**src/hw/ldrx_pkg.sv**
```systemverilog
// Constants, types and decode functions for the line diagnostics control
package ldrx_pkg;
    localparam int NCH = 8;
    localparam int CH_W = 3;
    localparam int ADDR_W = 12;
    localparam int CHAN_LSB = 8;
    localparam logic [7:0] OFS_RX_TUNE = 8'h2a;
    localparam logic [7:0] OFS_LOOPBACK = 8'h2b;
    localparam logic [7:0] OFS_SEQ_LOSS = 8'h2c;
    localparam logic [7:0] RST_RX_TUNE = 8'h18;
    localparam logic [7:0] RST_LOOPBACK = 8'h00;
    localparam logic [7:0] RST_SEQ_LOSS = 8'h00;
    localparam logic [7:0] MASK_RX_TUNE = 8'h3f;
    localparam logic [7:0] MASK_LOOPBACK = 8'h0f;
    localparam logic [7:0] MASK_SEQ_LOSS = 8'h7f;
    // Receiver tuning fields
    localparam int MARK_DECISION_LEVEL_LSB = 4;
    localparam int WINDOW_LSB = 2;
    localparam int BOOST_LSB = 0;
    // Loopback control bits
    localparam int LB_AUTO_REMOTE = 3;
    localparam int LB_REMOTE = 2;
    localparam int LB_ANALOG = 1;
    localparam int LB_DIGITAL = 0;
    // Test sequence and loss control bits
    localparam int SEQ_SEL_LSB = 5;
    localparam int SEQ_CLK_SRC = 4;
    localparam int SEQ_INV_BIT = 3;
    localparam int LOSS_CRIT_BIT = 2;
    localparam int AIS_EN_BIT = 1;
    localparam int AUTO_ONES_BIT = 0;
    localparam logic [1:0] SEQ_NORMAL = 2'h0;
    localparam logic [1:0] SEQ_ONES = 2'h1;
    localparam logic [1:0] SEQ_PRBS = 2'h2;
    localparam logic [1:0] SEQ_INBAND = 2'h3;
    // Generator seed, master reference divider, inband code defaults
    localparam logic [19:0] LFSR_SEED = 20'h00001;
    localparam int MREF_DIV_DEF = 12;
    localparam logic [7:0] INBAND_CODE_DEF = 8'h01;
    localparam int INBAND_LEN_DEF = 5;
    localparam int FIFO_DEPTH_DEF = 4;

    typedef struct packed {
        logic [6:0] mark_decision_level_pct;
        logic [8:0] equalizer_window_len;
        logic [5:0] monitor_boost_db;
        logic auto_remote_loopback;
        logic remote_loopback;
        logic analog_loopback;
        logic digital_loopback;
        logic loss_criterion_select;
    } ldrx_cfg_t;

    typedef struct packed {
        logic [CH_W-1:0] chan;
        logic pos;
        logic neg;
    } ldrx_sym_t;

    typedef struct packed {
        logic [7:0] rtc;
        logic [7:0] lb;
        logic [7:0] ts;
        logic [19:0] gen;
        logic [19:0] det;
        logic pol;
        logic [2:0] icnt;
        logic pend;
        logic pend_pos;
        logic pend_neg;
        logic prbs_err;
        logic rxp;
        logic rxn;
        logic rxc;
        logic [2:0] tclk_s;
        logic [2:0] rclk_s;
        logic [1:0] tdat_s;
        logic [1:0] los_s;
        logic [1:0] t1_s;
        logic [1:0] rxp_s;
        logic [1:0] rxn_s;
    } ldrx_ch_t;

    localparam ldrx_ch_t CH_RST = '{rtc: RST_RX_TUNE, lb: RST_LOOPBACK,
        ts: RST_SEQ_LOSS, gen: LFSR_SEED, det: LFSR_SEED, default: '0};

    typedef struct packed {
        ldrx_ch_t [NCH-1:0] ch;
        logic [7:0] mdiv;
        logic mtick;
        logic aclk;
        logic [7:0] rdata;
    } ldrx_st_t;

    function automatic logic [6:0] ldrx_mark_decision_level_pct(input logic [7:0] r);
        logic [1:0] f;
        f = r[MARK_DECISION_LEVEL_LSB +: 2];
        return 7'd40 + 7'(f) * 7'd10;
    endfunction

    function automatic logic [8:0] ldrx_window_len(input logic [7:0] r);
        return 9'd32 << r[WINDOW_LSB +: 2];
    endfunction

    function automatic logic [5:0] ldrx_boost_db(input logic [7:0] r);
        logic [5:0] db;
        unique case (r[BOOST_LSB +: 2])
            2'h0: db = 6'd0;
            2'h1: db = 6'd22;
            2'h2: db = 6'd26;
            2'h3: db = 6'd32;
        endcase
        return db;
    endfunction

    // Feedback of 2^15-1 (E1) or 2^20-1 (T1/J1) shift register
    function automatic logic ldrx_fb(input logic [19:0] g, input logic t1);
        return t1 ? (g[19] ^ g[16]) : (g[14] ^ g[13]);
    endfunction
endpackage

```
**src/hw/ldrx_ctrl.sv**
```systemverilog
// Per-channel receive tuning, loopback and test sequence control block
// What this block does
// RULE1 - Slicer field codes 00..11 give 40/50/60/70 percent, default 01
// RULE2 - Window field codes 00..11 give 32/64/128/256 bits, default 10
// RULE3 - Boost field codes 00..11 give 0/22/26/32 dB, default 0 dB
// RULE4 - Loopback bit 3 enables automatic remote loopback, resets to zero
// RULE5 - Loopback bit 2 forces remote loopback, resets to zero
// RULE6 - Loopback bit 1 enables analog loopback, resets to zero
// RULE7 - Loopback bit 0 enables digital loopback, resets to zero
// RULE8 - Bits 6-5 insert normal/zeros, all ones, pseudo-random or inband
// RULE9 - Bit 4 picks line or master clock; master with 00 sends zeros
// RULE10 - Bit 3 inverts pseudo-random data on transmit and in detector
// RULE11 - Bit 2 picks first or second loss and alarm criterion set
// RULE12 - Bit 1 replaces receive rails and clock with alarm during loss
// RULE13 - Bit 0 with select 00 sends all ones during loss of signal
// RULE14 - Reserved bits read zero; eight channels hold own registers
// RULE15 - Software sets one loopback at once; change clock only when idle
`timescale 1ns/10ps
`default_nettype none

module ldrx_fifo #(
    parameter int W = 5,
    parameter int DEPTH = 4
) (
    // Clock and reset
    input wire logic clk_i,
    input wire logic nrst_i,
    // Filling side
    input wire logic in_valid_i,
    output logic in_ready_o,
    input wire logic [W-1:0] in_data_i,
    // Draining side
    output logic out_valid_o,
    input wire logic out_ready_i,
    output logic [W-1:0] out_data_o
);
    localparam int AW = (DEPTH > 1) ? $clog2(DEPTH) : 1;

    typedef struct packed {
        logic [DEPTH-1:0][W-1:0] mem;
        logic [AW-1:0] wp;
        logic [AW-1:0] rp;
        logic [AW:0] cnt;
    } ldrx_fifo_st_t;

    ldrx_fifo_st_t st;
    ldrx_fifo_st_t next_st;
    logic push;
    logic pop;

    always_comb begin
        next_st = st;
        in_ready_o = (st.cnt != (AW+1)'(DEPTH));
        out_valid_o = (st.cnt != '0);
        out_data_o = st.mem[st.rp];
        push = in_valid_i && in_ready_o;
        pop = out_valid_o && out_ready_i;
        if (push) begin
            next_st.mem[st.wp] = in_data_i;
            next_st.wp = (st.wp == AW'(DEPTH - 1)) ? '0 : AW'(st.wp + 1'b1);
        end
        if (pop) begin
            next_st.rp = (st.rp == AW'(DEPTH - 1)) ? '0 : AW'(st.rp + 1'b1);
        end
        next_st.cnt = (AW+1)'(st.cnt + (AW+1)'(push) - (AW+1)'(pop));
    end

    always_ff @(posedge clk_i or negedge nrst_i) begin
        if (!nrst_i) begin
            st <= '0;
        end else begin
            st <= next_st;
        end
    end
endmodule

module ldrx_ctrl #(
    parameter int MREF_DIV = ldrx_pkg::MREF_DIV_DEF,
    parameter logic [7:0] INBAND_CODE = ldrx_pkg::INBAND_CODE_DEF,
    parameter int INBAND_LEN = ldrx_pkg::INBAND_LEN_DEF,
    parameter int FIFO_DEPTH = ldrx_pkg::FIFO_DEPTH_DEF
) (
    // Clock and reset
    input wire logic clk_i,
    input wire logic nrst_i,
    // Register port
    input wire logic [ldrx_pkg::ADDR_W-1:0] addr_i,
    input wire logic [7:0] wdata_i,
    input wire logic wr_i,
    input wire logic rd_i,
    output logic [7:0] rdata_o,
    // Transmit side pins, one per channel
    input wire logic [ldrx_pkg::NCH-1:0] tx_line_clock_i,
    input wire logic [ldrx_pkg::NCH-1:0] tx_data_i,
    input wire logic [ldrx_pkg::NCH-1:0] los_i,
    input wire logic [ldrx_pkg::NCH-1:0] t1_mode_i,
    // Recovered receive rails and clock, one per channel
    input wire logic [ldrx_pkg::NCH-1:0] rx_rec_pos_i,
    input wire logic [ldrx_pkg::NCH-1:0] rx_rec_neg_i,
    input wire logic [ldrx_pkg::NCH-1:0] rx_rec_clk_i,
    output logic [ldrx_pkg::NCH-1:0] rx_data_pos_out_o,
    output logic [ldrx_pkg::NCH-1:0] rx_data_neg_out_o,
    output logic [ldrx_pkg::NCH-1:0] rx_recovered_clock_o,
    // Decoded configuration and detector errors
    output ldrx_pkg::ldrx_cfg_t [ldrx_pkg::NCH-1:0] cfg_o,
    output logic [ldrx_pkg::NCH-1:0] prbs_err_o,
    // Transmit symbol stream
    output ldrx_pkg::ldrx_sym_t sym_o,
    output logic sym_valid_o,
    input wire logic sym_ready_i
);
    ldrx_pkg::ldrx_st_t st;
    ldrx_pkg::ldrx_st_t next_st;
    logic [ldrx_pkg::NCH-1:0] gen_now, gen_bit;
    logic [ldrx_pkg::CH_W-1:0] pick;
    logic any_pend;
    logic fifo_ready;
    logic grant;
    ldrx_pkg::ldrx_sym_t push_sym;
    logic [3:0] chan;
    logic chan_ok;
    logic [7:0] ofs;
    logic [1:0] sel_b;
    logic src_b, los_b, t1_b, tick_b, fb_b, rxb_b;

    assign chan = addr_i[ldrx_pkg::ADDR_W-1:ldrx_pkg::CHAN_LSB];
    assign ofs = addr_i[ldrx_pkg::CHAN_LSB-1:0];
    assign chan_ok = (chan < 4'(ldrx_pkg::NCH));
    assign rdata_o = st.rdata;

    always_comb begin
        next_st = st;
        gen_now = '0;
        gen_bit = '0;
        pick = '0;
        any_pend = 1'b0;
        sel_b = 2'h0;
        src_b = 1'b0;
        los_b = 1'b0;
        t1_b = 1'b0;
        tick_b = 1'b0;
        fb_b = 1'b0;
        rxb_b = 1'b0;
        // Master reference rate as a one-cycle enable
        next_st.mtick = 1'b0;
        if (st.mdiv == 8'(MREF_DIV - 1)) begin
            next_st.mdiv = 8'h00;
            next_st.mtick = 1'b1;
            next_st.aclk = ~st.aclk;
        end else begin
            next_st.mdiv = st.mdiv + 8'h01;
        end
        // Lowest pending channel goes to the FIFO first
        for (int i = ldrx_pkg::NCH - 1; i >= 0; i--) begin
            if (st.ch[i].pend) begin
                pick = ldrx_pkg::CH_W'(i);
                any_pend = 1'b1;
            end
        end
        grant = any_pend && fifo_ready;
        push_sym.chan = pick;
        push_sym.pos = st.ch[pick].pend_pos;
        push_sym.neg = st.ch[pick].pend_neg;
        // Read data stands only in the cycle after the strobe
        next_st.rdata = 8'h00;
        if (rd_i && chan_ok) begin
            if (ofs == ldrx_pkg::OFS_RX_TUNE) begin
                next_st.rdata = st.ch[chan[2:0]].rtc; // [RULE14]
            end else if (ofs == ldrx_pkg::OFS_LOOPBACK) begin
                next_st.rdata = st.ch[chan[2:0]].lb; // [RULE14]
            end else if (ofs == ldrx_pkg::OFS_SEQ_LOSS) begin
                next_st.rdata = st.ch[chan[2:0]].ts; // [RULE14]
            end
        end
        for (int i = 0; i < ldrx_pkg::NCH; i++) begin
            // Pins pass two flops; third stage only for edge finding
            next_st.ch[i].tclk_s = {st.ch[i].tclk_s[1:0], tx_line_clock_i[i]};
            next_st.ch[i].rclk_s = {st.ch[i].rclk_s[1:0], rx_rec_clk_i[i]};
            next_st.ch[i].tdat_s = {st.ch[i].tdat_s[0], tx_data_i[i]};
            next_st.ch[i].los_s = {st.ch[i].los_s[0], los_i[i]};
            next_st.ch[i].t1_s = {st.ch[i].t1_s[0], t1_mode_i[i]};
            next_st.ch[i].rxp_s = {st.ch[i].rxp_s[0], rx_rec_pos_i[i]};
            next_st.ch[i].rxn_s = {st.ch[i].rxn_s[0], rx_rec_neg_i[i]};
            // Each channel keeps its own copy; reserved bits never stored
            if (wr_i && chan_ok && chan[2:0] == ldrx_pkg::CH_W'(i)) begin
                if (ofs == ldrx_pkg::OFS_RX_TUNE) begin
                    next_st.ch[i].rtc = wdata_i & ldrx_pkg::MASK_RX_TUNE; // [RULE14]
                end else if (ofs == ldrx_pkg::OFS_LOOPBACK) begin
                    next_st.ch[i].lb = wdata_i & ldrx_pkg::MASK_LOOPBACK; // [RULE14]
                end else if (ofs == ldrx_pkg::OFS_SEQ_LOSS) begin
                    next_st.ch[i].ts = wdata_i & ldrx_pkg::MASK_SEQ_LOSS; // [RULE14]
                end
            end
            sel_b = st.ch[i].ts[ldrx_pkg::SEQ_SEL_LSB +: 2];
            src_b = st.ch[i].ts[ldrx_pkg::SEQ_CLK_SRC];
            los_b = st.ch[i].los_s[1];
            t1_b = st.ch[i].t1_s[1];
            // Sequence paced by line clock edge or master enable [RULE9]
            tick_b = src_b ? st.mtick
                           : (st.ch[i].tclk_s[1] & ~st.ch[i].tclk_s[2]);
            if (grant && pick == ldrx_pkg::CH_W'(i)) begin
                next_st.ch[i].pend = 1'b0;
            end
            // A tick while the previous symbol still waits is dropped
            if (tick_b && !next_st.ch[i].pend) begin
                gen_now[i] = 1'b1;
                unique case (sel_b)
                    ldrx_pkg::SEQ_NORMAL: begin
                        if (st.ch[i].ts[ldrx_pkg::AUTO_ONES_BIT] && los_b) begin
                            gen_bit[i] = 1'b1; // [RULE13]
                        end else if (src_b) begin
                            gen_bit[i] = 1'b0; // [RULE9]
                        end else begin
                            gen_bit[i] = st.ch[i].tdat_s[1]; // [RULE8]
                        end
                    end
                    ldrx_pkg::SEQ_ONES: begin
                        gen_bit[i] = 1'b1; // [RULE8]
                    end
                    ldrx_pkg::SEQ_PRBS: begin
                        fb_b = ldrx_pkg::ldrx_fb(st.ch[i].gen, t1_b);
                        gen_bit[i] = fb_b
                            ^ st.ch[i].ts[ldrx_pkg::SEQ_INV_BIT]; // [RULE10]
                        next_st.ch[i].gen = {st.ch[i].gen[18:0], fb_b}; // [RULE8]
                    end
                    ldrx_pkg::SEQ_INBAND: begin
                        gen_bit[i] = INBAND_CODE[3'(INBAND_LEN - 1)
                                                 - st.ch[i].icnt]; // [RULE8]
                        next_st.ch[i].icnt =
                            (st.ch[i].icnt == 3'(INBAND_LEN - 1)) ? 3'h0
                            : st.ch[i].icnt + 3'h1;
                    end
                endcase
                // Marks alternate polarity on the two transmit rails
                next_st.ch[i].pend = 1'b1;
                next_st.ch[i].pend_pos = gen_bit[i] & ~st.ch[i].pol;
                next_st.ch[i].pend_neg = gen_bit[i] & st.ch[i].pol;
                if (gen_bit[i]) begin
                    next_st.ch[i].pol = ~st.ch[i].pol;
                end
            end
            // Detector predicts the next bit from its own history
            next_st.ch[i].prbs_err = 1'b0;
            if (st.ch[i].rclk_s[1] & ~st.ch[i].rclk_s[2]) begin
                rxb_b = (st.ch[i].rxp_s[1] | st.ch[i].rxn_s[1])
                      ^ st.ch[i].ts[ldrx_pkg::SEQ_INV_BIT]; // [RULE10]
                next_st.ch[i].det = {st.ch[i].det[18:0], rxb_b};
                next_st.ch[i].prbs_err = (sel_b == ldrx_pkg::SEQ_PRBS)
                    && (rxb_b != ldrx_pkg::ldrx_fb(st.ch[i].det, t1_b));
            end
            if (st.ch[i].ts[ldrx_pkg::AIS_EN_BIT] && los_b) begin
                next_st.ch[i].rxp = 1'b1; // [RULE12]
                next_st.ch[i].rxn = 1'b0; // [RULE12]
                next_st.ch[i].rxc = st.aclk; // [RULE12]
            end else begin
                next_st.ch[i].rxp = st.ch[i].rxp_s[1];
                next_st.ch[i].rxn = st.ch[i].rxn_s[1];
                next_st.ch[i].rxc = st.ch[i].rclk_s[1];
            end
            // Decoded settings for the analog and loopback paths
            cfg_o[i].mark_decision_level_pct =
                ldrx_pkg::ldrx_mark_decision_level_pct(st.ch[i].rtc); // [RULE1]
            cfg_o[i].equalizer_window_len =
                ldrx_pkg::ldrx_window_len(st.ch[i].rtc); // [RULE2]
            cfg_o[i].monitor_boost_db =
                ldrx_pkg::ldrx_boost_db(st.ch[i].rtc); // [RULE3]
            cfg_o[i].auto_remote_loopback =
                st.ch[i].lb[ldrx_pkg::LB_AUTO_REMOTE]; // [RULE4]
            cfg_o[i].remote_loopback = st.ch[i].lb[ldrx_pkg::LB_REMOTE]; // [RULE5]
            cfg_o[i].analog_loopback = st.ch[i].lb[ldrx_pkg::LB_ANALOG]; // [RULE6]
            cfg_o[i].digital_loopback =
                st.ch[i].lb[ldrx_pkg::LB_DIGITAL]; // [RULE7]
            cfg_o[i].loss_criterion_select =
                st.ch[i].ts[ldrx_pkg::LOSS_CRIT_BIT]; // [RULE11]
            rx_data_pos_out_o[i] = st.ch[i].rxp;
            rx_data_neg_out_o[i] = st.ch[i].rxn;
            rx_recovered_clock_o[i] = st.ch[i].rxc;
            prbs_err_o[i] = st.ch[i].prbs_err;
        end
    end

    always_ff @(posedge clk_i or negedge nrst_i) begin
        if (!nrst_i) begin
            st <= '0;
            for (int i = 0; i < ldrx_pkg::NCH; i++) begin
                st.ch[i] <= ldrx_pkg::CH_RST; // [RULE1] [RULE2] [RULE3]
            end
        end else begin
            st <= next_st;
        end
    end

    // Line driver stalls drain the FIFO slowly and hold channels pending
    ldrx_fifo #(
        .W($bits(ldrx_pkg::ldrx_sym_t)),
        .DEPTH(FIFO_DEPTH)
    ) u_fifo (
        .clk_i(clk_i),
        .nrst_i(nrst_i),
        .in_valid_i(any_pend),
        .in_ready_o(fifo_ready),
        .in_data_i(push_sym),
        .out_valid_o(sym_valid_o),
        .out_ready_i(sym_ready_i),
        .out_data_o(sym_o)
    );

    // Checks on channel 0; reserved-bit read check on any channel
    logic wr_tune0, wr_lb0, wr_seq0, auto0, los0;
    logic [1:0] sel0;
    assign wr_tune0 = wr_i && addr_i == {4'h0, ldrx_pkg::OFS_RX_TUNE};
    assign wr_lb0 = wr_i && addr_i == {4'h0, ldrx_pkg::OFS_LOOPBACK};
    assign wr_seq0 = wr_i && addr_i == {4'h0, ldrx_pkg::OFS_SEQ_LOSS};
    assign sel0 = st.ch[0].ts[ldrx_pkg::SEQ_SEL_LSB +: 2];
    assign auto0 = st.ch[0].ts[ldrx_pkg::AUTO_ONES_BIT];
    assign los0 = st.ch[0].los_s[1];
endmodule

`default_nettype wire

```
**config.mk**
```make
export PLATFORM = sky130hd
export DESIGN_NAME = ldrx_ctrl
export DESIGN_NICKNAME = d
export VERILOG_FILES = /design/src/hw/ldrx_pkg.sv /design/src/hw/ldrx_ctrl.sv
export SDC_FILE = /design/constraint.sdc
export NUM_CORES = 1
export LEC_CHECK = 0
export BUFFER_PORTS_ARGS = -buffer_cell sky130_fd_sc_hd__buf_4
export CORE_ASPECT_RATIO = 0.5
export CORE_MARGIN = 2
export CORE_UTILIZATION = 25
export CTS_CLUSTER_DIAMETER = 50
export DETAILED_ROUTE_END_ITERATION = 7
export GPL_TIMING_DRIVEN = 0
export HOLD_SLACK_MARGIN = 0.08
export PLACE_DENSITY = 0.42
export SLEW_MARGIN = 20
export SYNTH_ARGS = -nofsm -noshare
export SYNTH_HDL_FRONTEND = slang
export SYNTH_SLANG_ARGS = --single-unit
```
**constraint.sdc**
```tcl
create_clock -name clk_i -period 2.35 [get_ports clk_i]
set_input_delay 0.47 -clock clk_i [delete_from_list [all_inputs] [get_ports clk_i]]
set_output_delay 0.47 -clock clk_i [all_outputs]
set_load 0.01 [all_outputs]
```
==> impl_metrics.sql, run 1 <==
INSERT INTO impl_metrics (metric_group, metric, value, unit) VALUES
('setup_path', 'worstSetupStartpointType', 'flop', ''),
('logic_synthesis', 'synth_cell_types', '66', ''),
('timing', 'postLayoutSetupSlackWorst', '-152', 'ps'),
('min_path', 'hold_end', 'u_fifo.st[3]', ''),
('setup_path', 'cp_slowest_stage_delay', '580', 'ps'),
('run', 'max_cap_viol_count', '0', ''),
('timing', 'clock.fmax', '0.400', 'GHz'),
('timing', 'timing.final.crit_period', '2500', 'ps'),
('timing', 'rsz0062_at_grt', 'true', ''),
('power_and_ir_drop', 'vdd_drop_max', '429', 'uV'),
('setup_path', 'regToRegStartpoint', 'st[131]', ''),
('setup_path', 'cp.buffers_inverters', '1', ''),
('timing', 'tightest_slew', '1070', 'ps'),
('global_route', 'overflow', '0', ''),
('layout', 'share_of_post_route_cells_with_drive_strength_above_1', '0.405', ''),
('setup_path', 'cp.required', '2890', 'ps'),
('timing', 'timing_max_transition_violations_final', '0', ''),
('floorplanning', 'floorplan.die_area', '126000', 'um2'),
('setup_path', 'reg2reg_path_depth', '6', ''),
('power_and_ir_drop', 'power', '31.9', 'mW'),
('setup_path', 'cp.depth', '6', ''),
('global_route', 'maximum_number_of_pins_on_one_net_before_global_route_repair', '86', ''),
('setup_path', 'worst-r2r-setup-slack', '-150', 'ps'),
('logic_synthesis', 'syn_area_per_cell', '13.2', 'um2'),
('setup_path', 'crit_path_end_kind', 'flop', ''),
('power_and_ir_drop', 'power_leakage', '19.0', 'nW'),
('routing', 'antenna_left', '0', ''),
('routing', 'drt_first_pass_iters', '5', ''),
('logic_synthesis', 'netlist_area', '30800', 'um2'),
('global_route', 'grt.met2_usage', '0.196', ''),
('routing', 'drtIter0Drc', '958', ''),
('layout', 'multi_input_area', '11400', 'um2'),
('power_and_ir_drop', 'p_sw_frac', '0.263', ''),
('power_and_ir_drop', 'netSwitchingPower', '8.39', 'mW'),
('floorplanning', 'initial_core_util', '0.254', ''),
('logic_synthesis', 'netlist_instances', '2334', ''),
('outcome', 'violations_in_the_final_reports', 'setup timing', ''),
('logic_synthesis', 'fraction_of_synthesis_flops_using_an_asynchronous_set_or_reset_pin', '1.00', ''),
('setup_path', 'worstPathCellList', 'or4_4, or3_4, o31ai_4, nand3_2, buf_6, mux2_4', ''),
('cts', 'tritoncts', 'built', ''),
('timing', 'setup_viol', '64', ''),
('cts', 'max-clock-path-buffers', '3', ''),
('power_and_ir_drop', 'intPower', '23.5', 'mW'),
('global_route', 'antenna_found_initial', '1', ''),
('power_and_ir_drop', 'power_frac_seq', '0.456', ''),
('min_path', 'hold_path_class', 'input pin to flop', ''),
('cts', 'cts-buffers-inserted', '79', ''),
('cts', 'htree_levels', '3', ''),
('timing', 'fin_worst_skew', '27.0', 'ps'),
('timing', 'worst_hold_slack', '150', 'ps'),
('routing', 'detail_route.drc_violations', '0', ''),
('power_and_ir_drop', 'combinationalPowerShare', '0.137', ''),
('place', 'post-dp-hpwl', '53400', 'um'),
('routing', 'num_vias', '18600', ''),
('min_path', 'hold_path_depth', '3', ''),
('min_path', 'worstHoldStart', 'sym_ready_i', ''),
('floorplanning', 'boundaryPins', '343', ''),
('global_route', 'grt_first_pass_wirelength', '115000', 'um'),
('global_route', 'grt.met1_usage', '0.156', ''),
('logic_synthesis', 'edff_count_synth', '0', ''),
('global_route', 'globalRoute.busiestLayer', 'met2', ''),
('setup_path', 'cell_type_group_with_the_largest_total_delay_on_the_critical_path', 'simple AND/OR/NAND/NOR gates', ''),
('logic_synthesis', 'top_reg_cell_synth', 'sky130_fd_sc_hd__dfrtp_1', ''),
('power_and_ir_drop', 'power_per_cell_area', '813', 'nW/um2'),
('logic_synthesis', 'synthesis.yosys.warnings', '0', ''),
('outcome', 'outcome', 'finished, violations left', ''),
('layout', 'final_cell_count_no_fill', '4523', ''),
('place', 'dp_cells', '4294', ''),
('timing', 'post-route-period-util', '1.06', ''),
('layout', 'final.fill_count', '12000', ''),
('setup_path', 'critical_path.max_fanout', '10', '');
## power groups by stage
stage / clock network [mW] / registers [mW] / logic, mW
after floorplan: 0 / 14.4 / 2.66
after global placement: 0 / 14.7 / 3.80
after CTS: 13.5 / 14.6 / 4.35
final: 13.0 / 14.6 / 4.38
after global routing: 14.1 / 14.8 / 4.89
after detailed placement: 0 / 14.7 / 3.97
## through the flow
stage / utilization / setup slack (ps) / cell area, um2 / TNS, ps
final: 0.324 / -152 / 39300 / -6120
after global routing: 0.324 / -204 / 39300 / -11480
after CTS: 0.323 / -200 / 39100 / -14430
after detailed placement: 0.292 / -799 / 35400 / -133590
after global placement: 0.290 / -7680 / 35100 / -5478960
after floorplan: - / 6.20 / 31000 / 0
## worst max-delay path by stage
stage / end / start
after floorplan: st[587] / st[131]
after global placement: st[53] / nrst_i
after detailed placement: rdata_o[5] / addr_i[9]
after CTS: st[525] / st[131]
after global routing: st[625] / st[131]
final: st[617] / st[131]
## layout make-up
| cell class | instances | share of cell area |
|---|---|---|
| tap | 1610 | 0.0513 |
| antenna | 1 | 0.0000637 |
| sequential | 716 | 0.457 |
| clock inverter | 42 | 0.0132 |
| buffer | 228 | 0.0398 |
| timing repair buffer | 379 | 0.0826 |
| multi-input combinational | 1348 | 0.291 |
| inverter | 95 | 0.00908 |
| clock buffer | 104 | 0.0563 |
## cell usage after synthesis (21+ instances only)
master / number / share of area
sky130_fd_sc_hd__nor2b_1: 47 / 0.0096
sky130_fd_sc_hd__mux2_2: 398 / 0.15
sky130_fd_sc_hd__nand2_1: 276 / 0.034
sky130_fd_sc_hd__nor2_1: 73 / 0.0089
sky130_fd_sc_hd__buf_4: 165 / 0.040
sky130_fd_sc_hd__mux4_2: 42 / 0.031
sky130_fd_sc_hd__o31ai_1: 21 / 0.0051
sky130_fd_sc_hd__nand2b_1: 27 / 0.0055
sky130_fd_sc_hd__o21ai_0: 26 / 0.0042
sky130_fd_sc_hd__xnor2_1: 41 / 0.012
sky130_fd_sc_hd__a21oi_1: 32 / 0.0052
sky130_fd_sc_hd__clkbuf_1: 38 / 0.0046
sky130_fd_sc_hd__dfrtp_1: 684 / 0.56
sky130_fd_sc_hd__ha_1: 72 / 0.029
sky130_fd_sc_hd__xor2_1: 24 / 0.0068
sky130_fd_sc_hd__dfstp_2: 32 / 0.027
sky130_fd_sc_hd__mux2i_1: 24 / 0.0078
sky130_fd_sc_hd__inv_1: 95 / 0.012
## per-layer routing
metal,vias up,share of wire
met3,111,0.034
li1,8797,-
met5,-,0
met1,9482,0.45
met2,228,0.49
met4,0,0.026
## logic make-up (layout without fill, tap and decap cells)
group / after synthesis / count (layout) / synth area share
flops: 716 / 716 / 0.584
simple gates: 517 / 517 / 0.0781
mux: 484 / 484 / 0.194
buf+inv: 326 / 848 / 0.0612
compound gates: 152 / 152 / 0.0346
fa+ha+maj: 73 / 73 / 0.0299
xor+xnor: 65 / 65 / 0.0185
other cells: 1 / 58 / 0.000122
## worst register-to-register path: cells and delay by family, from the launching register on
family	cells	cell delay, ps
and+or+nand+nor	3	1150
buffers and inverters	1	210
muxes	1	310
DFF	1	460
AOI/OAI and AO/OA	1	260
## registers in the layout, indices dropped and copies added (netlist names)
name	flops
los_b	1
auto0	1
rx_data_neg_out_o	8
cfg_o	40
u_fifo.st	27
src_b	1
sel0	2
los0	1
prbs_err_o	8
rdata_o	7
sel_b	2
st	530
next_st	72
rx_recovered_clock_o	8
rx_data_pos_out_o	8
## placed cells by master (no fill, tap or decap), types with 14 or more instances in the layout
cell and count:
sky130_fd_sc_hd__nand2_1 274, sky130_fd_sc_hd__dfstp_2 32, sky130_fd_sc_hd__ha_1 72, sky130_fd_sc_hd__mux2_4 40, sky130_fd_sc_hd__dfrtp_1 677, sky130_fd_sc_hd__mux2_2 378
sky130_fd_sc_hd__conb_1 57, sky130_fd_sc_hd__mux4_2 42, sky130_fd_sc_hd__and2_1 19, sky130_fd_sc_hd__nor2b_1 45, sky130_fd_sc_hd__buf_6 17, sky130_fd_sc_hd__o21ai_0 25
sky130_fd_sc_hd__clkbuf_1 44, sky130_fd_sc_hd__buf_4 460, sky130_fd_sc_hd__inv_1 95, sky130_fd_sc_hd__xor2_1 24, sky130_fd_sc_hd__mux2i_1 23, sky130_fd_sc_hd__clkbuf_8 14
sky130_fd_sc_hd__a21oi_1 30, sky130_fd_sc_hd__o31ai_1 21, sky130_fd_sc_hd__dlygate4sd3_1 63, sky130_fd_sc_hd__xnor2_1 40, sky130_fd_sc_hd__nor2_1 65, sky130_fd_sc_hd__clkbuf_16 79
sky130_fd_sc_hd__nand2b_1 27
## repair_timing
action                                  CTS  global route
pin swaps                                 7             5
hold buffers                             63             0
resized for setup                        66            32
endpoints found under the hold margin   134             0
setup buffers                            13             7
gates cloned                              2             0
endpoints found under the setup margin  226           203
No activity file was read; power rests on OpenSTA's default activity.
==> inputs of run 2 (changes only) <==
--- a/config.mk
+++ b/config.mk
@@ -8,12 +8,12 @@
 export BUFFER_PORTS_ARGS = -buffer_cell sky130_fd_sc_hd__buf_4
 export CORE_ASPECT_RATIO = 0.5
 export CORE_MARGIN = 2
-export CORE_UTILIZATION = 25
+export CORE_UTILIZATION = 35
 export CTS_CLUSTER_DIAMETER = 50
 export DETAILED_ROUTE_END_ITERATION = 7
 export GPL_TIMING_DRIVEN = 0
 export HOLD_SLACK_MARGIN = 0.08
-export PLACE_DENSITY = 0.42
+export PLACE_DENSITY = 0.54
 export SLEW_MARGIN = 20
 export SYNTH_ARGS = -nofsm -noshare
 export SYNTH_HDL_FRONTEND = slang
==> run 2 against run 1 <==
The run still ends with setup timing left. Via count is 0.60% lower. Die area fell by 28%. Clock skew grew 8.1 ps. Critical path depth rose by 2. Combinational power is essentially flat. Power decreased by 1.4%. Sequential share of layout area increased by 0.76 points. Register-to-register slack got worse by 40 ps. Worst setup slack worse by 39 ps. Sequential power is essentially flat. Largest power group unchanged.
==> impl_metrics.sql, run 2 (synthesis gave the netlist of run 1 again) <==
INSERT INTO impl_metrics (metric_group, metric, value, unit) VALUES
('routing', 'drt_first_pass_iters', '5', ''),
('cts', 'tritoncts', 'built', ''),
('timing', 'max-slew-margin-rel', '0.308', ''),
('cts', 'clkTransAtPathRegs', '70', 'ps'),
('timing', 'fin_worst_skew', '35.1', 'ps'),
('power_and_ir_drop', 'pwr-share-clk', '0.398', ''),
('global_route', 'antenna_found_initial', '2', ''),
('floorplanning', 'boundaryPins', '343', ''),
('setup_path', 'crit_arrival', '3050', 'ps'),
('timing', 'hold_violations', '0', ''),
('power_and_ir_drop', 'power', '31.5', 'mW'),
('run', 'max_cap_viol_count', '0', ''),
('outcome', 'violations_in_the_final_reports', 'setup timing', ''),
('floorplanning', 'design.core.area', '86500', 'um2'),
('layout', 'area_growth', '25.6', '%'),
('timing', 'clock.fmax', '0.394', 'GHz'),
('setup_path', 'worst_setup_path_startpoint', 'st[131]', ''),
('routing', 'highest-signal-layer', 'met4', ''),
('floorplanning', 'rows', '76', ''),
('setup_path', 'worst-r2r-setup-slack', '-190', 'ps'),
('floorplanning', 'initial_core_util', '0.356', ''),
('place', 'port_buffer_cells', '283', ''),
('global_route', 'maximum_number_of_pins_on_one_net_before_global_route_repair', '100', ''),
('routing', 'antenna_left', '0', ''),
('routing', 'route.detailed.wl_per_inst', '17.0', 'um'),
('routing', 'wl_met1', '31300', 'um'),
('power_and_ir_drop', 'netSwitchingPower', '8.17', 'mW'),
('power_and_ir_drop', 'power_per_cell_area', '815', 'nW/um2'),
('cts', 'cts.sinks', '716', ''),
('power_and_ir_drop', 'p_sw_frac', '0.260', ''),
('setup_path', 'reg2reg_path_depth', '8', ''),
('cts', 'clockRootBuffer', 'sky130_fd_sc_hd__clkbuf_16', ''),
('setup_path', 'critical_path.max_fanout', '5', ''),
('global_route', 'grt_first_pass_wirelength', '108000', 'um'),
('layout', 'layout.cells.most_common_list', 'sky130_fd_sc_hd__dfrtp_1, sky130_fd_sc_hd__buf_4, sky130_fd_sc_hd__mux2_2', ''),
('setup_path', 'cp.required', '2860', 'ps'),
('setup_path', 'endpoint', 'st[525]', ''),
('power_and_ir_drop', 'intPower', '23.3', 'mW'),
('setup_path', 'worstSetupStartpointType', 'flop', ''),
('timing', 'timing_max_transition_violations_final', '0', ''),
('power_and_ir_drop', 'power_leakage', '18.9', 'nW'),
('timing', 'timing.final.crit_period', '2540', 'ps'),
('setup_path', 'crit_path_end_kind', 'flop', ''),
('min_path', 'hold_path_depth', '2', ''),
('global_route', 'overflow', '0', ''),
('place', 'finalWeightedCongestion', '0.820', ''),
('setup_path', 'worstReg2RegEnd', 'st[525]', ''),
('global_route', 'grtUsageTotal', '0.154', ''),
('layout', 'n_antenna_cell', '0', ''),
('layout', 'multi_input_area', '11400', 'um2'),
('layout', 'layout.area.seq', '18000', 'um2'),
('setup_path', 'regToRegStartpoint', 'st[131]', ''),
('routing', 'met3RoutedLength', '2340', 'um'),
('routing', 'met2_wirelength', '34200', 'um'),
('global_route', 'vias_in_the_first_global_route', '18700', ''),
('place', 'post-dp-hpwl', '49400', 'um'),
('place', 'place_ws', '-734', 'ps'),
('layout', 'final.fill_count', '7982', ''),
('cts', 'cts-buffers-inserted', '71', ''),
('min_path', 'worstHoldStart', 'wdata_i[1]', ''),
('floorplanning', 'die_height', '214', 'um'),
('layout', 'share_of_post_route_cells_with_drive_strength_above_1', '0.403', ''),
('routing', 'drtIter0Drc', '862', ''),
('routing', 'detail_route.drc_violations', '0', ''),
('floorplanning', 'die_w', '423', 'um'),
('layout', 'largest_register_ffs', '530', ''),
('power_and_ir_drop', 'combinationalPowerShare', '0.140', ''),
('layout', 'largest_register', 'st', ''),
('routing', 'postRouteWirelength', '69100', 'um'),
('timing', 'tightest_slew', '1040', 'ps'),
('timing', 'postLayoutSetupSlackWorst', '-190', 'ps'),
('timing', 'post-route-period-util', '1.08', ''),
('outcome', 'outcome', 'finished, violations left', ''),
('layout', 'num-nets-final', '2992', ''),
('routing', 'detail_route.vias_per_cell', '4.55', ''),
('cts', 'max-clock-path-buffers', '3', ''),
('timing', 'rsz0062_at_grt', 'true', ''),
('power_and_ir_drop', 'power_frac_seq', '0.462', ''),
('cts', 'htree_levels', '3', ''),
('cts', 'clk_latency', '660', 'ps'),
('routing', 'num_vias', '18500', ''),
('setup_path', 'kind_of_critical_path', 'flop to flop', ''),
('floorplanning', 'floorplan.die_area', '90500', 'um2'),
('power_and_ir_drop', 'vdd_drop_max', '443', 'uV'),
('min_path', 'hold_path_class', 'input pin to flop', ''),
('timing', 'setup_viol', '72', ''),
('layout', 'most_common_library_cell_in_the_layout_ignoring_fill_and_taps', 'sky130_fd_sc_hd__dfrtp_1', '');
-- run 2: how the worst min path moves through the flow --
stage,slack [ps],to
6_report,130,st[102]
3_5_place_dp,330,st[207]
3_3_place_gp,330,st[292]
5_1_grt,100,st[179]
4_1_cts,80,st[102]
2_1_floorplan,170,auto0
-- run 2: area by class of cell --
class / count / share of cell area
clock buffers: 97 / 0.0529
inverters: 95 / 0.00923
repair buffers: 377 / 0.0828
plain buffers: 229 / 0.0409
flip-flops and latches: 716 / 0.465
clock inverters: 33 / 0.0154
well taps: 1170 / 0.0379
multi-input cells: 1348 / 0.296
-- run 2: critical path, cell delays in order (launching register included) --
cell and delay [ps]:
sky130_fd_sc_hd__dfrtp_1 380, sky130_fd_sc_hd__buf_6 130, sky130_fd_sc_hd__or4_4 570, sky130_fd_sc_hd__buf_4 170
sky130_fd_sc_hd__a211o_4 270, sky130_fd_sc_hd__a21o_1 230, sky130_fd_sc_hd__nor2_4 180, sky130_fd_sc_hd__buf_6 170
sky130_fd_sc_hd__mux2_4 300
-- run 2: per-layer routing --
metal	vias up	track usage
met5	-	0
met4	0	0.0393
met3	86	0.0286
met2	236	0.259
met1	9444	0.205
li1	8741	-
-- run 2: stage by stage --
step	cell area [um2]	cells	hold WS [ps]	util	TNS, ps
2_1_floorplan	31000	2390	174	-	0
6_report	38600	4065	135	0.447	-10680
4_1_cts	38400	4052	83.7	0.444	-8150
5_1_grt	38600	4065	104	0.447	-15620
3_3_place_gp	34600	3843	333	0.400	-5212070
3_5_place_dp	34800	3852	335	0.402	-120330
-- run 2: repair_timing --
action	4_1_cts	5_1_grt
resized for setup	73	34
cloned	2	0
setup endpoints to repair	225	184
hold endpoints to repair	123	0
hold buffers	60	0
pin swaps	7	10
setup buffers	9	14
-- run 2: power groups by stage --
| stage | clock network, mW | logic [mW] | registers [mW] |
|---|---|---|---|
| final | 12.5 | 4.39 | 14.6 |
| after global routing | 13.5 | 4.87 | 14.7 |
| after CTS | 12.9 | 4.27 | 14.6 |
| after detailed placement | 0 | 3.90 | 14.7 |
| after global placement | 0 | 3.72 | 14.7 |
| after floorplan | 0 | 2.66 | 14.4 |
==> inputs of run 3 (changes only) <==
==> constraint.sdc (replaced) <==
create_clock -name clk_i -period 2.35 [get_ports clk_i]
set_input_delay 0.1175 -clock clk_i [delete_from_list [all_inputs] [get_ports clk_i]]
set_output_delay 0.1175 -clock clk_i [all_outputs]
set_load 0.01 [all_outputs]
==> run 3 against run 2 <==
The run still ends with setup timing left. Highest routed layer unchanged. Clock skew is essentially flat. Register-to-register slack is essentially flat. Power grew 0.16%. Via count grew 1.2%.
==> impl_metrics.sql, run 3 (synthesis gave the netlist of run 1 again) <==
INSERT INTO impl_metrics (metric_group, metric, value, unit) VALUES
('timing', 'fin_worst_skew', '34.8', 'ps'),
('layout', 'final_cell_count_no_fill', '4120', ''),
('setup_path', 'cp.buffers_inverters', '3', ''),
('timing', 'finalSetupTns', '-10790', 'ps'),
('layout', 'most_common_library_cell_in_the_layout_ignoring_fill_and_taps', 'sky130_fd_sc_hd__dfrtp_1', ''),
('setup_path', 'crit_arrival', '3060', 'ps'),
('power_and_ir_drop', 'power_frac_seq', '0.462', ''),
('layout', 'final.fill_count', '7944', ''),
('place', 'dp_cells', '3852', ''),
('layout', 'final_core_utilization', '0.453', ''),
('floorplanning', 'boundaryPins', '343', ''),
('layout', 'layout.cells.most_common_list', 'sky130_fd_sc_hd__dfrtp_1, sky130_fd_sc_hd__buf_4, sky130_fd_sc_hd__mux2_2', ''),
('setup_path', 'reg2reg_path_depth', '8', ''),
('routing', 'drtIter0Drc', '843', ''),
('floorplanning', 'design.core.area', '86500', 'um2'),
('global_route', 'maximum_number_of_pins_on_one_net_before_global_route_repair', '100', ''),
('floorplanning', 'initial_core_util', '0.356', ''),
('setup_path', 'critical_path.max_fanout', '5', ''),
('min_path', 'hold_path_class', 'input pin to flop', ''),
('routing', 'drt_first_pass_iters', '5', ''),
('timing', 'timing_max_transition_violations_final', '0', ''),
('cts', 'tritoncts', 'built', ''),
('cts', 'cts-buffers-inserted', '71', ''),
('setup_path', 'worst_path_max_delay_cell', 'sky130_fd_sc_hd__or4_4', ''),
('timing', 'setup_viol', '72', ''),
('min_path', 'hold_end', 'next_st[118]', ''),
('setup_path', 'worstReg2RegEnd', 'st[525]', ''),
('cts', 'clk_latency', '660', 'ps'),
('routing', 'num_vias', '18700', ''),
('timing', 'hold_violations', '0', ''),
('run', 'max_cap_viol_count', '0', ''),
('layout', 'num-nets-final', '3047', ''),
('outcome', 'outcome', 'finished, violations left', ''),
('cts', 'max-clock-path-buffers', '3', ''),
('power_and_ir_drop', 'combinationalPowerShare', '0.140', ''),
('cts', 'cts.sinks', '716', ''),
('floorplanning', 'die_w', '423', 'um'),
('global_route', 'grtUsageTotal', '0.155', ''),
('routing', 'antenna_left', '0', ''),
('setup_path', 'regToRegStartpoint', 'st[131]', ''),
('timing', 'max-slew-margin-rel', '0.309', ''),
('global_route', 'overflow', '0', ''),
('layout', 'largest_register', 'st', ''),
('global_route', 'antenna_found_initial', '2', ''),
('setup_path', 'cp.depth', '8', ''),
('timing', 'clock.fmax', '0.394', 'GHz'),
('setup_path', 'worstPathCellList', 'buf_6, or4_4, buf_4, a211o_4, a21o_1, nor2_4, buf_6, mux2_4', ''),
('cts', 'clockRootBuffer', 'sky130_fd_sc_hd__clkbuf_16', ''),
('power_and_ir_drop', 'power_leakage', '19.2', 'nW'),
('floorplanning', 'floorplan.die_area', '90500', 'um2'),
('routing', 'route.detailed.wl_per_inst', '17.0', 'um'),
('power_and_ir_drop', 'intPower', '23.3', 'mW'),
('place', 'port_buffer_cells', '283', ''),
('min_path', 'worstHoldStart', 'tx_data_i[1]', ''),
('layout', 'share_of_post_route_cells_with_drive_strength_above_1', '0.394', ''),
('place', 'finalWeightedCongestion', '0.820', ''),
('cts', 'clkTransAtPathRegs', '70', 'ps'),
('setup_path', 'worst-r2r-setup-slack', '-190', 'ps'),
('place', 'post-dp-hpwl', '49400', 'um'),
('setup_path', 'cp.required', '2870', 'ps'),
('routing', 'detail_route.drc_violations', '0', ''),
('timing', 'post-route-period-util', '1.08', ''),
('layout', 'n_antenna_cell', '0', ''),
('floorplanning', 'die_height', '214', 'um'),
('power_and_ir_drop', 'p_sw_frac', '0.260', ''),
('global_route', 'grt_first_pass_wirelength', '109000', 'um'),
('timing', 'tightest_slew', '1040', 'ps'),
('cts', 'htree_levels', '3', ''),
('outcome', 'violations_in_the_final_reports', 'setup timing', ''),
('routing', 'postRouteWirelength', '69900', 'um'),
('routing', 'detail_route.vias_per_cell', '4.54', ''),
('layout', 'area_growth', '27.3', '%'),
('power_and_ir_drop', 'power_per_cell_area', '805', 'nW/um2'),
('layout', 'finalInstanceArea', '39200', 'um2'),
('timing', 'postLayoutSetupSlackWorst', '-191', 'ps'),
('timing', 'timing.final.crit_period', '2540', 'ps'),
('setup_path', 'worstSetupStartpointType', 'flop', ''),
('min_path', 'hold_path_depth', '2', ''),
('setup_path', 'cp_slowest_stage_delay', '570', 'ps'),
('setup_path', 'crit_path_end_kind', 'flop', ''),
('place', 'placed_cell_area', '34800', 'um2'),
('power_and_ir_drop', 'pwr-share-clk', '0.398', ''),
('setup_path', 'kind_of_critical_path', 'flop to flop', ''),
('global_route', 'vias_in_the_first_global_route', '19000', ''),
('floorplanning', 'rows', '76', ''),
('timing', 'rsz0062_at_grt', 'true', ''),
('setup_path', 'timing.critical_path.mode_cell', 'sky130_fd_sc_hd__buf_6', ''),
('setup_path', 'cell_type_group_with_the_largest_total_delay_on_the_critical_path', 'simple AND/OR/NAND/NOR gates', ''),
('power_and_ir_drop', 'netSwitchingPower', '8.20', 'mW'),
('layout', 'largest_register_ffs', '530', ''),
('power_and_ir_drop', 'vdd_drop_max', '444', 'uV');
## run 3: what timing repair did
item / CTS / global route
buffers inserted: 8 / 14
gates cloned: 2 / 0
hold endpoints to repair: 391 / 0
setup endpoints to repair: 223 / 168
hold buffers: 116 / 0
pin swaps: 7 / 9
resized for setup: 65 / 31
## run 3: power by group through the flow
stage / sequential (mW) / combinational [mW] / clock, mW
floorplan: 14.4 / 2.66 / 0
global placement: 14.7 / 3.72 / 0
finish: 14.6 / 4.42 / 12.6
global route: 14.7 / 4.90 / 13.5
detailed placement: 14.7 / 3.90 / 0
CTS: 14.6 / 4.28 / 12.9
## run 3: per-layer routing
| layer | vias up | GRT usage | part of all wire |
|---|---|---|---|
| li1 | 8859 | - | - |
| met1 | 9547 | 0.207 | 0.45 |
| met2 | 233 | 0.263 | 0.49 |
| met3 | 86 | 0.0287 | 0.032 |
| met4 | 0 | 0.0393 | 0.019 |
| met5 | - | 0 | 0 |
## run 3: worst max path at each step
| stage | from | to | slack, ps |
|---|---|---|---|
| 4_1_cts | st[131] | st[626] | -190 |
| 2_1_floorplan | st[131] | st[587] | 6 |
| 3_3_place_gp | nrst_i | prbs_err_o[4] | -6950 |
| 5_1_grt | st[131] | st[532] | -240 |
| 3_5_place_dp | u_fifo.st[1] | st[705] | -650 |
| 6_report | st[131] | st[525] | -190 |
## run 3: final cells by class
cell class | count | area (um2) | area share
clock inverters | 33 | 596 | 0.0152
flip-flops and latches | 716 | 18000 | 0.458
repair buffers | 432 | 3750 | 0.0957
plain buffers | 229 | 1580 | 0.0403
multi-input cells | 1348 | 11400 | 0.292
clock buffers | 97 | 2040 | 0.0522
inverters | 95 | 357 | 0.00910
well taps | 1170 | 1460 | 0.0374
## run 3: per-stage QoR
step | setup slack [ps] | power, mW | hold slack, ps
2_1_floorplan | 6.20 | 17.1 | -178
3_3_place_gp | -6950 | 18.4 | 227
3_5_place_dp | -647 | 18.6 | 91.8
4_1_cts | -192 | 31.8 | 80.3
5_1_grt | -242 | 33.1 | 92.9
6_report | -191 | 31.5 | 134
## run 3: worst register-to-register path, delay by kind of cell, from the launching register on
| kind | cells | cell delay, ps |
|---|---|---|
| flip-flops | 1 | 370 |
| multiplexers | 1 | 300 |
| AND/OR/NAND/NOR | 2 | 750 |
| AO/OA/AOI/OAI | 2 | 500 |
| buffers and inverters | 3 | 470 |
